### src/pkg/cpmc_consts.vh
// constants for the cpu power mode controller
`ifndef CPMC_CONSTS_VH
`define CPMC_CONSTS_VH
// apb register byte offsets
`define CPMC_OFF_CTRL 12'h000
`define CPMC_OFF_STAT 12'h004
`define CPMC_OFF_CCR 12'h008
`define CPMC_OFF_PRIO 12'h00C
`define CPMC_OFF_CER 12'h010
`define CPMC_OFF_WAKE 12'h014
// control register fields
`define CPMC_CTRL_USB_PHY_OFF 0
`define CPMC_CTRL_SLEW_COMP_OFF 1
`define CPMC_CTRL_REG_OFF 2
`define CPMC_CTRL_FULL_POWER 3
// status register fields
`define CPMC_STAT_MODE_LSB 0
`define CPMC_STAT_FETCH_EN 4
`define CPMC_STAT_OSC_ON 5
`define CPMC_STAT_PLL_ON 6
// condition code mask bit positions
`define CPMC_CC_MASK_HIGH 5
`define CPMC_CC_MASK_LOW 3
// interrupt mask encodings (high, low)
`define CPMC_PRIO_LEVEL0 2'b10
`define CPMC_PRIO_LEVEL1 2'b01
`define CPMC_PRIO_LEVEL2 2'b00
`define CPMC_PRIO_LEVEL3 2'b11
// condition code reset value
`define CPMC_CC_RESET 8'hE8
// halt opcode
`define CPMC_HALT_OPCODE 8'h8E
// stabilisation delay in cpu cycles
`define CPMC_STAB_CYCLES 512
// interrupt sources and default wake map
`define CPMC_NUM_IRQ 12
`define CPMC_WAKE_MAP_RST 12'h3F4
`endif
### src/hw/cpmc_power_ctrl.v
// cpu power mode controller with apb registers
// Overview of operation
// - reset enters low power, pll off
// - usb phy off bit unpowers phy
// - wait stops cpu only
// - wait forces interrupt masks to zero
// - wait until interrupt or reset; branch
// - reset from wait: 512 cycle delay
// - push cc, load priority, restore on pop
// - halt stops oscillator and peripherals
// - regulator off bit powers down in halt
// - comp off bit stops slew cell
// - halt clears masks; pending wake exits
// - only reset or wake-capable irq wakes
// - reset wake: osc on, 512, low power
// - irq wake: 512 then pll lock if full
// - opcode 0x8E decodes as halt
// - peripheral clocks restored after halt
// - mask encoding 10,01,00,11 levels
//
// Design decisions made here: the address map and the APB slave port.
`timescale 1ns/10ps
`include "cpmc_consts.vh"
module cpmc_power_ctrl #(
    parameter NIRQ = `CPMC_NUM_IRQ,
    parameter NPER = 8
) (
    // clock and reset
    input wire pclk,
    input wire presetn,
    // apb slave
    input wire psel,
    input wire penable,
    input wire pwrite,
    input wire [11:0] paddr,
    input wire [31:0] pwdata,
    output reg [31:0] prdata,
    output reg pready,
    output reg pslverr,
    // cpu interface
    input wire instr_valid,
    input wire [7:0] instr_opcode,
    input wire wait_for_interrupt_instr,
    input wire irq_take,
    input wire [3:0] irq_take_id,
    input wire cc_pop,
    input wire [1:0] cc_pop_mask,
    input wire wake_reset,
    input wire [NIRQ-1:0] irq_pending,
    input wire pll_lock,
    // cpu and clock outputs
    output reg cpu_stop,
    output reg fetch_en,
    output reg fetch_reset_vector,
    output reg irq_branch,
    output reg cc_push,
    output reg [1:0] cc_push_mask,
    output reg osc_on,
    output reg pll_on,
    output reg [NPER-1:0] periph_clk_en,
    output reg usb_phy_power_off,
    output reg slew_comp_off_bit,
    output reg regulator_pd
);
    // ****************************************
    // states
    // ****************************************
    localparam ST_RUN = 3'd0;
    localparam ST_WAIT = 3'd1;
    localparam ST_HALT = 3'd2;
    localparam ST_STAB = 3'd3;
    localparam ST_LOCK = 3'd4;

    reg [2:0] state_ff, nxt_state;
    reg [7:0] ctrl_ff;
    reg [7:0] condition_code_reg_ff;
    reg [1:0] irq_soft_priority_regs_ff [0:NIRQ-1];
    reg [NPER-1:0] periph_clock_enable_reg_ff;
    reg [NIRQ-1:0] wake_map_ff;
    reg by_reset_ff;
    reg stab_start_ff;
    wire stab_done;
    wire any_irq;
    wire any_wake;
    wire is_halt;
    wire apb_wr;
    wire apb_rd;
    wire full_power;
    integer k;

    assign apb_wr = psel & penable & pwrite;
    assign apb_rd = psel & ~pwrite;
    assign full_power = ctrl_ff[`CPMC_CTRL_FULL_POWER];
    assign is_halt = instr_valid & (instr_opcode == `CPMC_HALT_OPCODE);

    cpmc_wake_filter #(.N(NIRQ)) u_filter (
        .irq_pending(irq_pending),
        .wake_map(wake_map_ff),
        .any_irq(any_irq),
        .any_wake(any_wake)
    );

    cpmc_wake_counter #(.CYCLES(`CPMC_STAB_CYCLES), .WIDTH(10)) u_cnt (
        .pclk(pclk),
        .presetn(presetn),
        .start(stab_start_ff),
        .osc_on(osc_on),
        .done(stab_done)
    );

    // ****************************************
    // mode sequencing
    // ****************************************
    always @* begin
        nxt_state = state_ff;
        case (state_ff)
            ST_RUN: begin
                if (wait_for_interrupt_instr) begin
                    nxt_state = ST_WAIT;
                end else if (is_halt) begin
                    nxt_state = any_wake ? ST_RUN : ST_HALT;
                end
            end
            // leave wait on irq or reset
            ST_WAIT: begin
                if (wake_reset) begin
                    nxt_state = ST_STAB;
                end else if (any_irq) begin
                    nxt_state = ST_RUN;
                end
            end
            ST_HALT: begin
                if (wake_reset || any_wake) begin
                    nxt_state = ST_STAB;
                end
            end
            ST_STAB: begin
                if (stab_done) begin
                    nxt_state = (full_power && !by_reset_ff) ? ST_LOCK : ST_RUN;
                end
            end
            ST_LOCK: begin
                if (pll_lock) begin
                    nxt_state = ST_RUN;
                end
            end
            default: nxt_state = ST_RUN;
        endcase
    end

    always @(posedge pclk or negedge presetn) begin
        if (!presetn) begin
            // low power, pll off at reset
            state_ff <= ST_RUN;
            by_reset_ff <= 1'b0;
            stab_start_ff <= 1'b0;
            cpu_stop <= 1'b0;
            fetch_en <= 1'b1;
            fetch_reset_vector <= 1'b0;
            irq_branch <= 1'b0;
            osc_on <= 1'b1;
            pll_on <= 1'b0;
            periph_clk_en <= {NPER{1'b0}};
            regulator_pd <= 1'b0;
        end else begin
            state_ff <= nxt_state;
            stab_start_ff <= (nxt_state == ST_STAB) && (state_ff != ST_STAB);
            if (nxt_state == ST_STAB && state_ff != ST_STAB) begin
                by_reset_ff <= wake_reset;
            end
            cpu_stop <= (nxt_state != ST_RUN);
            fetch_en <= (nxt_state == ST_RUN);
            fetch_reset_vector <= (nxt_state == ST_RUN) && by_reset_ff &&
                ((state_ff == ST_STAB) || (state_ff == ST_LOCK));
            irq_branch <= (state_ff == ST_WAIT) && (nxt_state == ST_RUN);
            osc_on <= (nxt_state != ST_HALT);
            pll_on <= full_power && (nxt_state != ST_HALT) &&
                !(by_reset_ff && state_ff == ST_STAB);
            periph_clk_en <= (nxt_state == ST_HALT || nxt_state == ST_STAB ||
                nxt_state == ST_LOCK) ? {NPER{1'b0}} : periph_clock_enable_reg_ff;
            regulator_pd <= (nxt_state == ST_HALT) && ctrl_ff[`CPMC_CTRL_REG_OFF];
        end
    end

    // ****************************************
    // registers and interrupt masks
    // ****************************************
    always @(posedge pclk or negedge presetn) begin
        if (!presetn) begin
            ctrl_ff <= 8'h00;
            condition_code_reg_ff <= `CPMC_CC_RESET;
            periph_clock_enable_reg_ff <= {NPER{1'b1}};
            wake_map_ff <= `CPMC_WAKE_MAP_RST;
            for (k = 0; k < NIRQ; k = k + 1) begin
                irq_soft_priority_regs_ff[k] <= `CPMC_PRIO_LEVEL3;
            end
            cc_push <= 1'b0;
            cc_push_mask <= 2'b00;
            usb_phy_power_off <= 1'b0;
            slew_comp_off_bit <= 1'b0;
        end else begin
            cc_push <= 1'b0;
            usb_phy_power_off <= ctrl_ff[`CPMC_CTRL_USB_PHY_OFF];
            slew_comp_off_bit <= ctrl_ff[`CPMC_CTRL_SLEW_COMP_OFF];
            if (apb_wr) begin
                case (paddr)
                    `CPMC_OFF_CTRL: ctrl_ff <= pwdata[7:0];
                    `CPMC_OFF_CCR: condition_code_reg_ff <= pwdata[7:0];
                    `CPMC_OFF_PRIO: begin
                        for (k = 0; k < NIRQ; k = k + 1) begin
                            irq_soft_priority_regs_ff[k] <= pwdata[2*k +: 2];
                        end
                    end
                    `CPMC_OFF_CER: periph_clock_enable_reg_ff <= pwdata[NPER-1:0];
                    `CPMC_OFF_WAKE: wake_map_ff <= pwdata[NIRQ-1:0];
                    default: ;
                endcase
            end
            if (state_ff == ST_STAB && stab_done && by_reset_ff) begin
                ctrl_ff[`CPMC_CTRL_FULL_POWER] <= 1'b0;
            end
            // wait forces masks to level 2
            if (nxt_state == ST_WAIT || (state_ff == ST_RUN && is_halt)) begin
                condition_code_reg_ff[`CPMC_CC_MASK_HIGH] <= 1'b0;
                condition_code_reg_ff[`CPMC_CC_MASK_LOW] <= 1'b0;
            end
            if (irq_take) begin
                cc_push <= 1'b1;
                cc_push_mask <= {condition_code_reg_ff[`CPMC_CC_MASK_HIGH],
                    condition_code_reg_ff[`CPMC_CC_MASK_LOW]};
                condition_code_reg_ff[`CPMC_CC_MASK_HIGH] <=
                    irq_soft_priority_regs_ff[irq_take_id][1];
                condition_code_reg_ff[`CPMC_CC_MASK_LOW] <=
                    irq_soft_priority_regs_ff[irq_take_id][0];
            end else if (cc_pop) begin
                condition_code_reg_ff[`CPMC_CC_MASK_HIGH] <= cc_pop_mask[1];
                condition_code_reg_ff[`CPMC_CC_MASK_LOW] <= cc_pop_mask[0];
            end
        end
    end

    // ****************************************
    // apb read and handshake
    // ****************************************
    reg [31:0] prio_word;
    integer j;
    always @* begin
        prio_word = 32'h0000_0000;
        for (j = 0; j < NIRQ; j = j + 1) begin
            prio_word[2*j +: 2] = irq_soft_priority_regs_ff[j];
        end
    end

    always @(posedge pclk or negedge presetn) begin
        if (!presetn) begin
            prdata <= 32'h0000_0000;
            pready <= 1'b0;
            pslverr <= 1'b0;
        end else begin
            pready <= psel & ~penable;
            pslverr <= 1'b0;
            if (psel && !penable) begin
                prdata <= 32'h0000_0000;
                case (paddr)
                    `CPMC_OFF_CTRL: prdata <= {24'h00_0000, ctrl_ff};
                    `CPMC_OFF_STAT: prdata <= {25'h000_0000, pll_on, osc_on,
                        fetch_en, 1'b0, state_ff};
                    `CPMC_OFF_CCR: prdata <= {24'h00_0000, condition_code_reg_ff};
                    `CPMC_OFF_PRIO: prdata <= prio_word;
                    `CPMC_OFF_CER: prdata[NPER-1:0] <= periph_clock_enable_reg_ff;
                    `CPMC_OFF_WAKE: prdata[NIRQ-1:0] <= wake_map_ff;
                    default: pslverr <= apb_rd | pwrite;
                endcase
            end
        end
    end
endmodule // cpmc_power_ctrl

### src/hw/cpmc_wake_counter.v
// oscillator stabilisation counter
`timescale 1ns/10ps
`include "cpmc_consts.vh"
module cpmc_wake_counter #(
    parameter CYCLES = `CPMC_STAB_CYCLES,
    parameter WIDTH = 10
) (
    // clock and reset
    input wire pclk,
    input wire presetn,
    // control
    input wire start,
    input wire osc_on,
    // status
    output reg done
);
    localparam [31:0] LAST = CYCLES - 1;
    reg [WIDTH-1:0] cnt_ff;
    reg run_ff;

    // counts only while the oscillator runs; done is a one-cycle pulse
    // so a stale done cannot end the next stabilisation at once
    always @(posedge pclk or negedge presetn) begin
        if (!presetn) begin
            cnt_ff <= {WIDTH{1'b0}};
            run_ff <= 1'b0;
            done <= 1'b0;
        end else begin
            done <= 1'b0;
            if (start) begin
                cnt_ff <= {WIDTH{1'b0}};
                run_ff <= 1'b1;
            end else if (run_ff && osc_on) begin
                if (cnt_ff == LAST[WIDTH-1:0]) begin
                    run_ff <= 1'b0;
                    done <= 1'b1;
                end else begin
                    cnt_ff <= cnt_ff + {{(WIDTH-1){1'b0}}, 1'b1};
                end
            end
        end
    end
endmodule // cpmc_wake_counter

### src/hw/cpmc_wake_filter.v
// wake-capable interrupt filter
`timescale 1ns/10ps
module cpmc_wake_filter #(
    parameter N = 12
) (
    // inputs
    input wire [N-1:0] irq_pending,
    input wire [N-1:0] wake_map,
    // outputs
    output wire any_irq,
    output wire any_wake
);
    wire [N-1:0] hit;
    genvar i;
    generate
        for (i = 0; i < N; i = i + 1) begin : g_src
            assign hit[i] = irq_pending[i] & wake_map[i];
        end
    endgenerate
    assign any_irq = |irq_pending;
    assign any_wake = |hit;
endmodule // cpmc_wake_filter

### config.mk
export PLATFORM = sky130hd
export DESIGN_NAME = cpmc_power_ctrl
export DESIGN_NICKNAME = d
export VERILOG_FILES = /design/src/hw/cpmc_power_ctrl.v /design/src/hw/cpmc_wake_counter.v /design/src/hw/cpmc_wake_filter.v
export VERILOG_INCLUDE_DIRS = /design/src /design/src/pkg
export SDC_FILE = /design/constraint.sdc
export NUM_CORES = 1
export LEC_CHECK = 0
export BUFFER_PORTS_ARGS = -buffer_cell sky130_fd_sc_hd__buf_2
export CAP_MARGIN = 15
export CORE_UTILIZATION = 58
export CTS_CLUSTER_DIAMETER = 50
export DETAILED_ROUTE_END_ITERATION = 8
export HOLD_SLACK_MARGIN = 0.1
export PLACE_DENSITY = 0.85
export SETUP_SLACK_MARGIN = 0.05
export SKIP_CTS_REPAIR_TIMING = 1
export SYNTH_ARGS = -nofsm -noshare
export SYNTH_HDL_FRONTEND = slang
export SYNTH_SLANG_ARGS = --single-unit
### constraint.sdc
create_clock -name pclk -period 3 [get_ports pclk]
set_clock_uncertainty 0.1 [all_clocks]
set_input_delay 0.9 -clock pclk [delete_from_list [all_inputs] [get_ports pclk]]
set_output_delay 0.9 -clock pclk [all_outputs]
set_load 0.02 [all_outputs]
**Word level (Yosys, flattened, before mapping)**

Cells that the tools add are included.
Widths: inputs -> output; s select.

- $add $sub $neg: 1
- $lt $le $gt $ge: 1
- Equal/unequal tests: 18
- Multiplexer cells: 40
- Bitwise logic cells: 21
- Reduce and logical (&&, ||, !) cells: 44

Operator list:

| cell | count |
|---|---|
| $pmux 8 s6 | 1 |
| $mux 10 | 3 |
| $eq 12x4->1 const B | 2 |
| $eq 12x5->1 const B | 2 |
| $mux 3 | 8 |
| $reduce_or 12->1 | 2 |
| $reduce_and 2->1 | 9 |
| $and 1x1->1 | 17 |
| $mux 1 | 16 |
| $pmux 3 s5 | 1 |
| $logic_and 1x1->1 | 14 |
| $eq 12x3->1 const B | 1 |
| $eq 3x2->1 const B | 4 |
| $logic_not 12->1 | 1 |
| $mux 12 | 1 |
| $mux 6 | 2 |
| $add 10x1->10 const B | 1 |
| $eq 10x9->1 const B | 1 |
| $bmux 2 s4 | 1 |
| $eq 8x8->1 const B | 1 |
| $mux 4 | 2 |
| $mux 8 | 1 |
| $pmux 4 s2 | 1 |
| $reduce_bool 2->1 | 4 |
| other kinds (15) | 29 |

- Bits in registers: 131
- Output and inout bits: 54
- Word-level logic and storage cells: 164

**Logic depth before layout (Yosys ltp)**

- Depth after elaboration: 11
- Gate-level depth with buffers: 8

**Modules after synthesis**

Synthesis repeated with hierarchy kept, for this count alone.

- Cells, all modules: 463
- Area, all modules: 5728.0 µm²

Modules (own cells, without submodules):

| module | times used | cells an instance | area an instance (µm²) | seq. area each (µm²) |
|---|---|---|---|---|
| cpmc_power_ctrl | 1 | 391 | 5007.3 | 2834.0 |
| cpmc_wake_counter | 1 | 61 | 633.1 | 300.3 |
| cpmc_wake_filter | 1 | 11 | 87.6 | 0.0 |

**Least setup slack after synthesis**

No wires, ideal clock.

- Path kind: in2reg
- From: in paddr[9]
- To: reg irq_soft_priority_regs_ff[10] (netlist bit)
- Setup time: 0.082 ns
- Arrival time: 2.643 ns
- Data required time: 2.818 ns
- Slack: 0.174 ns
- Stages on the path: 8
- Cells stage by stage: or4_4 nor3_4 and4b_1 buf_4 and2b_1 buf_6 buf_12 mux2_4

- Cells in the longest elaborated chain, start to end: 2

Ends and longest elaborated chain:

| item | RTL line | source |
|---|---|---|
| start: declaration | cpmc_power_ctrl.v:35 | `input wire [11:0] paddr,` |
| $eq 12x4->1 | cpmc_power_ctrl.v:206 | `case (paddr)` |
| $reduce_and 2->1 (no source line) | n/a |  |
| end signal: indexed assignment | cpmc_power_ctrl.v:195 | `` irq_soft_priority_regs_ff[k] <= `CPMC_PRIO_LEVEL3; `` |
| end signal: indexed assignment | cpmc_power_ctrl.v:211 | `irq_soft_priority_regs_ff[k] <= pwdata[2*k +: 2];` |
| end: declaration | cpmc_power_ctrl.v:77 | `reg [1:0] irq_soft_priority_regs_ff [0:NIRQ-1];` |

No other way between the ends.
A chain may end at the register's enable or synchronous reset.

**Worst setup path in the final report**

- From: in paddr[9]
- To: reg irq_soft_priority_regs_ff[2] (netlist bit)

Same word-level chain as after synthesis.

==> impl_metrics.toml <==
[run_status]
status = "finished clean"

[critical_path]
reg2reg_from = "state_ff[1]"
worstPathArrival_ns = 2.77
rrSetupSlack_ns = 0.75
r2r_end = "by_reset_ff"
worstRegToRegCells = 7
crit_type = "in -> reg"
cpMaxStageDelayCell = "or4_4"
worstPathBufferInverterCount = 2
crit_fanout = 24
crit_chain = "buf_2, or4_4, nor3_4, and4b_1, and2b_1, buf_12, mux2_2"
required_ns = 3.33
crit_path_start_kind = "input pin"
slowest_delay_ns = 0.58
end_kind = "flip-flop"
cp_top_family = "simple AND/OR/NAND/NOR gates"

[synthesis]
ys_warn_count = 0
yosys.area_share.simple = 0.139
synth_compound_area_frac = 0.0648
syn_area_mm2 = 0.00570
synth_xor_area_frac = 0.0108
async_flop_share = 1.00
postSynthCellCount = 446
synth_edf_count = 0
ys_seq_elements = 123
ys_types = 53
synth_ff_type = "dfrtp_1"
syn_avg_cell_area_um2 = 12.8
synthAdderAreaFrac = 0.00220
synth_top_family_by_area = "multiplexers"
muxShareOfSynthArea = 0.193
seq_area_frac_synth = 0.550

[drt]
ant_nets = 0
dr.pass1.iters = 5
vias_per_cell = 5.90
routed_wirelength_um = 13800
wl_per_cell_um = 19.3
drt_iter0_markers = 200
vias = 4222
drc = 0

[place]
placed_area_mm2 = 0.00642
dpl.hpwl_um = 9650
io_buffers = 118
place_congestion = 0.938

[clock_tree]
clock_latency_ns = 0.50
path_clk_slew_ns = 0.06
cts_inserted_buffers = 17
cts_num_sinks = 123
ctsLongestPathBuffers = 2
cts_max_level = 4
clockRootBuffer = "clkbuf_8"
cts_tree = "yes"

[die]
die_h_um = 101
row_count = 35
die-area_mm2 = 0.0102
start_util = 0.608
coreArea_mm2 = 0.00937
fp.dieW_um = 101
ios = 135

[global_route]
grt_pass1_vias = 4303
grt_pass1_wl_um = 22100
grt_usage = 0.292
antenna_found_initial = 0
grt_overflow = 0
grt_max_degree = 124

[finish]
fin_nets = 656
area_delta_synth_final_pct = 22.8
fin_area_mm2 = 0.00700
n_antenna_cell = 0
layout_common_cells = "buf_2, dfrtp_1, nand2_1"
layout_commonest_cell = "buf_2"
layout-drive-gt1-share = 0.489
fillers = 605
multiInputGateArea_mm2 = 0.00237
regArea_mm2 = 0.00313

[sta]
max_slew_margin = 0.585
max_freq_ghz = 0.410
slew_violations = 0
finalHoldViolCount = 0
min_period_over_period = 0.813
worst_pin_slew_ns = 0.622
rsz0062_at_grt = "no"
final-setup-viol-count = 0
period_minus_slack_ns = 2.44
setup_tns_ns = 0

[hold_path]
hold_end = "usb_phy_power_off"
min_from = "ctrl_ff[0]"
hp-class = "reg -> reg"
whs_path_depth = 0

[flow_run]
maxCapViolations = 0

[power_and_ir_drop]
ir_worst_vdd_mv = 0.430
leakage_nw = 3.37
p_per_area_mw_per_mm2 = 606
-- how the worst max path moves through the flow --
stage | from | to | cells past startpoint
after floorplan | paddr[9] | irq_soft_priority_regs_ff[10] | 8
after global placement | instr_opcode[5] | by_reset_ff | 7
after detailed placement | paddr[9] | irq_soft_priority_regs_ff[2] | 7
after CTS | paddr[9] | irq_soft_priority_regs_ff[6] | 7
after global routing | instr_opcode[5] | by_reset_ff | 7
final | paddr[9] | irq_soft_priority_regs_ff[2] | 7
-- cells in the mapped netlist, types with 6 or more instances --
library cell,instances,area [um^2]
mux2_2,40,450
a222oi_1,8,80.1
o21ai_0,19,95.1
nor2_1,17,63.8
dfrtp_1,78,1950
clkbuf_1,17,63.8
a22oi_1,10,75.1
nand2_1,51,191
nand4_1,6,37.5
a21oi_1,8,40.0
dfstp_2,45,1180
and2_1,8,50.1
buf_4,10,75.1
mux2i_1,8,80.1
mux4_2,12,270
mux2_4,20,300
nand3_1,16,80.1
-- report_power, final --
part           internal [mW]  switching [mW]  total, mW
Combinational          0.203           0.255      0.459
Sequential              1.74          0.0950       1.83
Clock                   1.26           0.687       1.95
Total                   3.20            1.04       4.24
-- logic make-up after synthesis --
family | count (synthesis)
AND/OR/NAND/NOR | 142
other | 1
multiplexers | 80
buffers and inverters | 37
XOR/XNOR | 7
AO/OA/AOI/OAI | 55
adder cells (fa/ha/maj) | 1
flip-flops | 123
-- per-layer routing --
layer,GRT usage,part of all wire,up-vias,wire (um)
li1,-,-,1876,-
met1,0.387,0.42,2119,5760
met2,0.475,0.50,206,6870
met3,0.0589,0.073,21,1010
met4,0.114,0.014,0,187
met5,0,0,-,0
-- state kept, by name (all words and copies together) (netlist names), 2 cells and up --
signal	count
cc_push_mask	2
condition_code_reg_ff	8
ctrl_ff	8
irq_soft_priority_regs_ff	24
periph_clk_en	8
periph_clock_enable_reg_ff	8
prdata	24
state_ff	3
u_cnt.cnt_ff	10
wake_map_ff	12
-- per-stage QoR --
| stage | worst slack (ns) | hold slack [ns] | instances | util | total power [mW] |
|---|---|---|---|---|---|
| after detailed placement | 0.0617 | 0.293 | 684 | 0.685 | 2.30 |
| after floorplan | 0.174 | 0.266 | 453 | - | 2.10 |
| final | 0.561 | 0.312 | 716 | 0.746 | 4.24 |
| after global placement | 0.0602 | 0.289 | 684 | 0.685 | 2.29 |
| after CTS | 0.580 | 0.306 | 716 | 0.746 | 4.26 |
| after global routing | 0.385 | 0.323 | 716 | 0.746 | 4.39 |
-- layout make-up --
class                           count  area share
Clock buffer                       25      0.0692
Tap cell                          129      0.0231
Clock inverter                      7      0.0125
Timing Repair Buffer              135       0.107
Inverter                            4     0.00215
Sequential cell                   123       0.448
Multi-Input combinational cell    293       0.338
(Power assumes the default switching activity.)
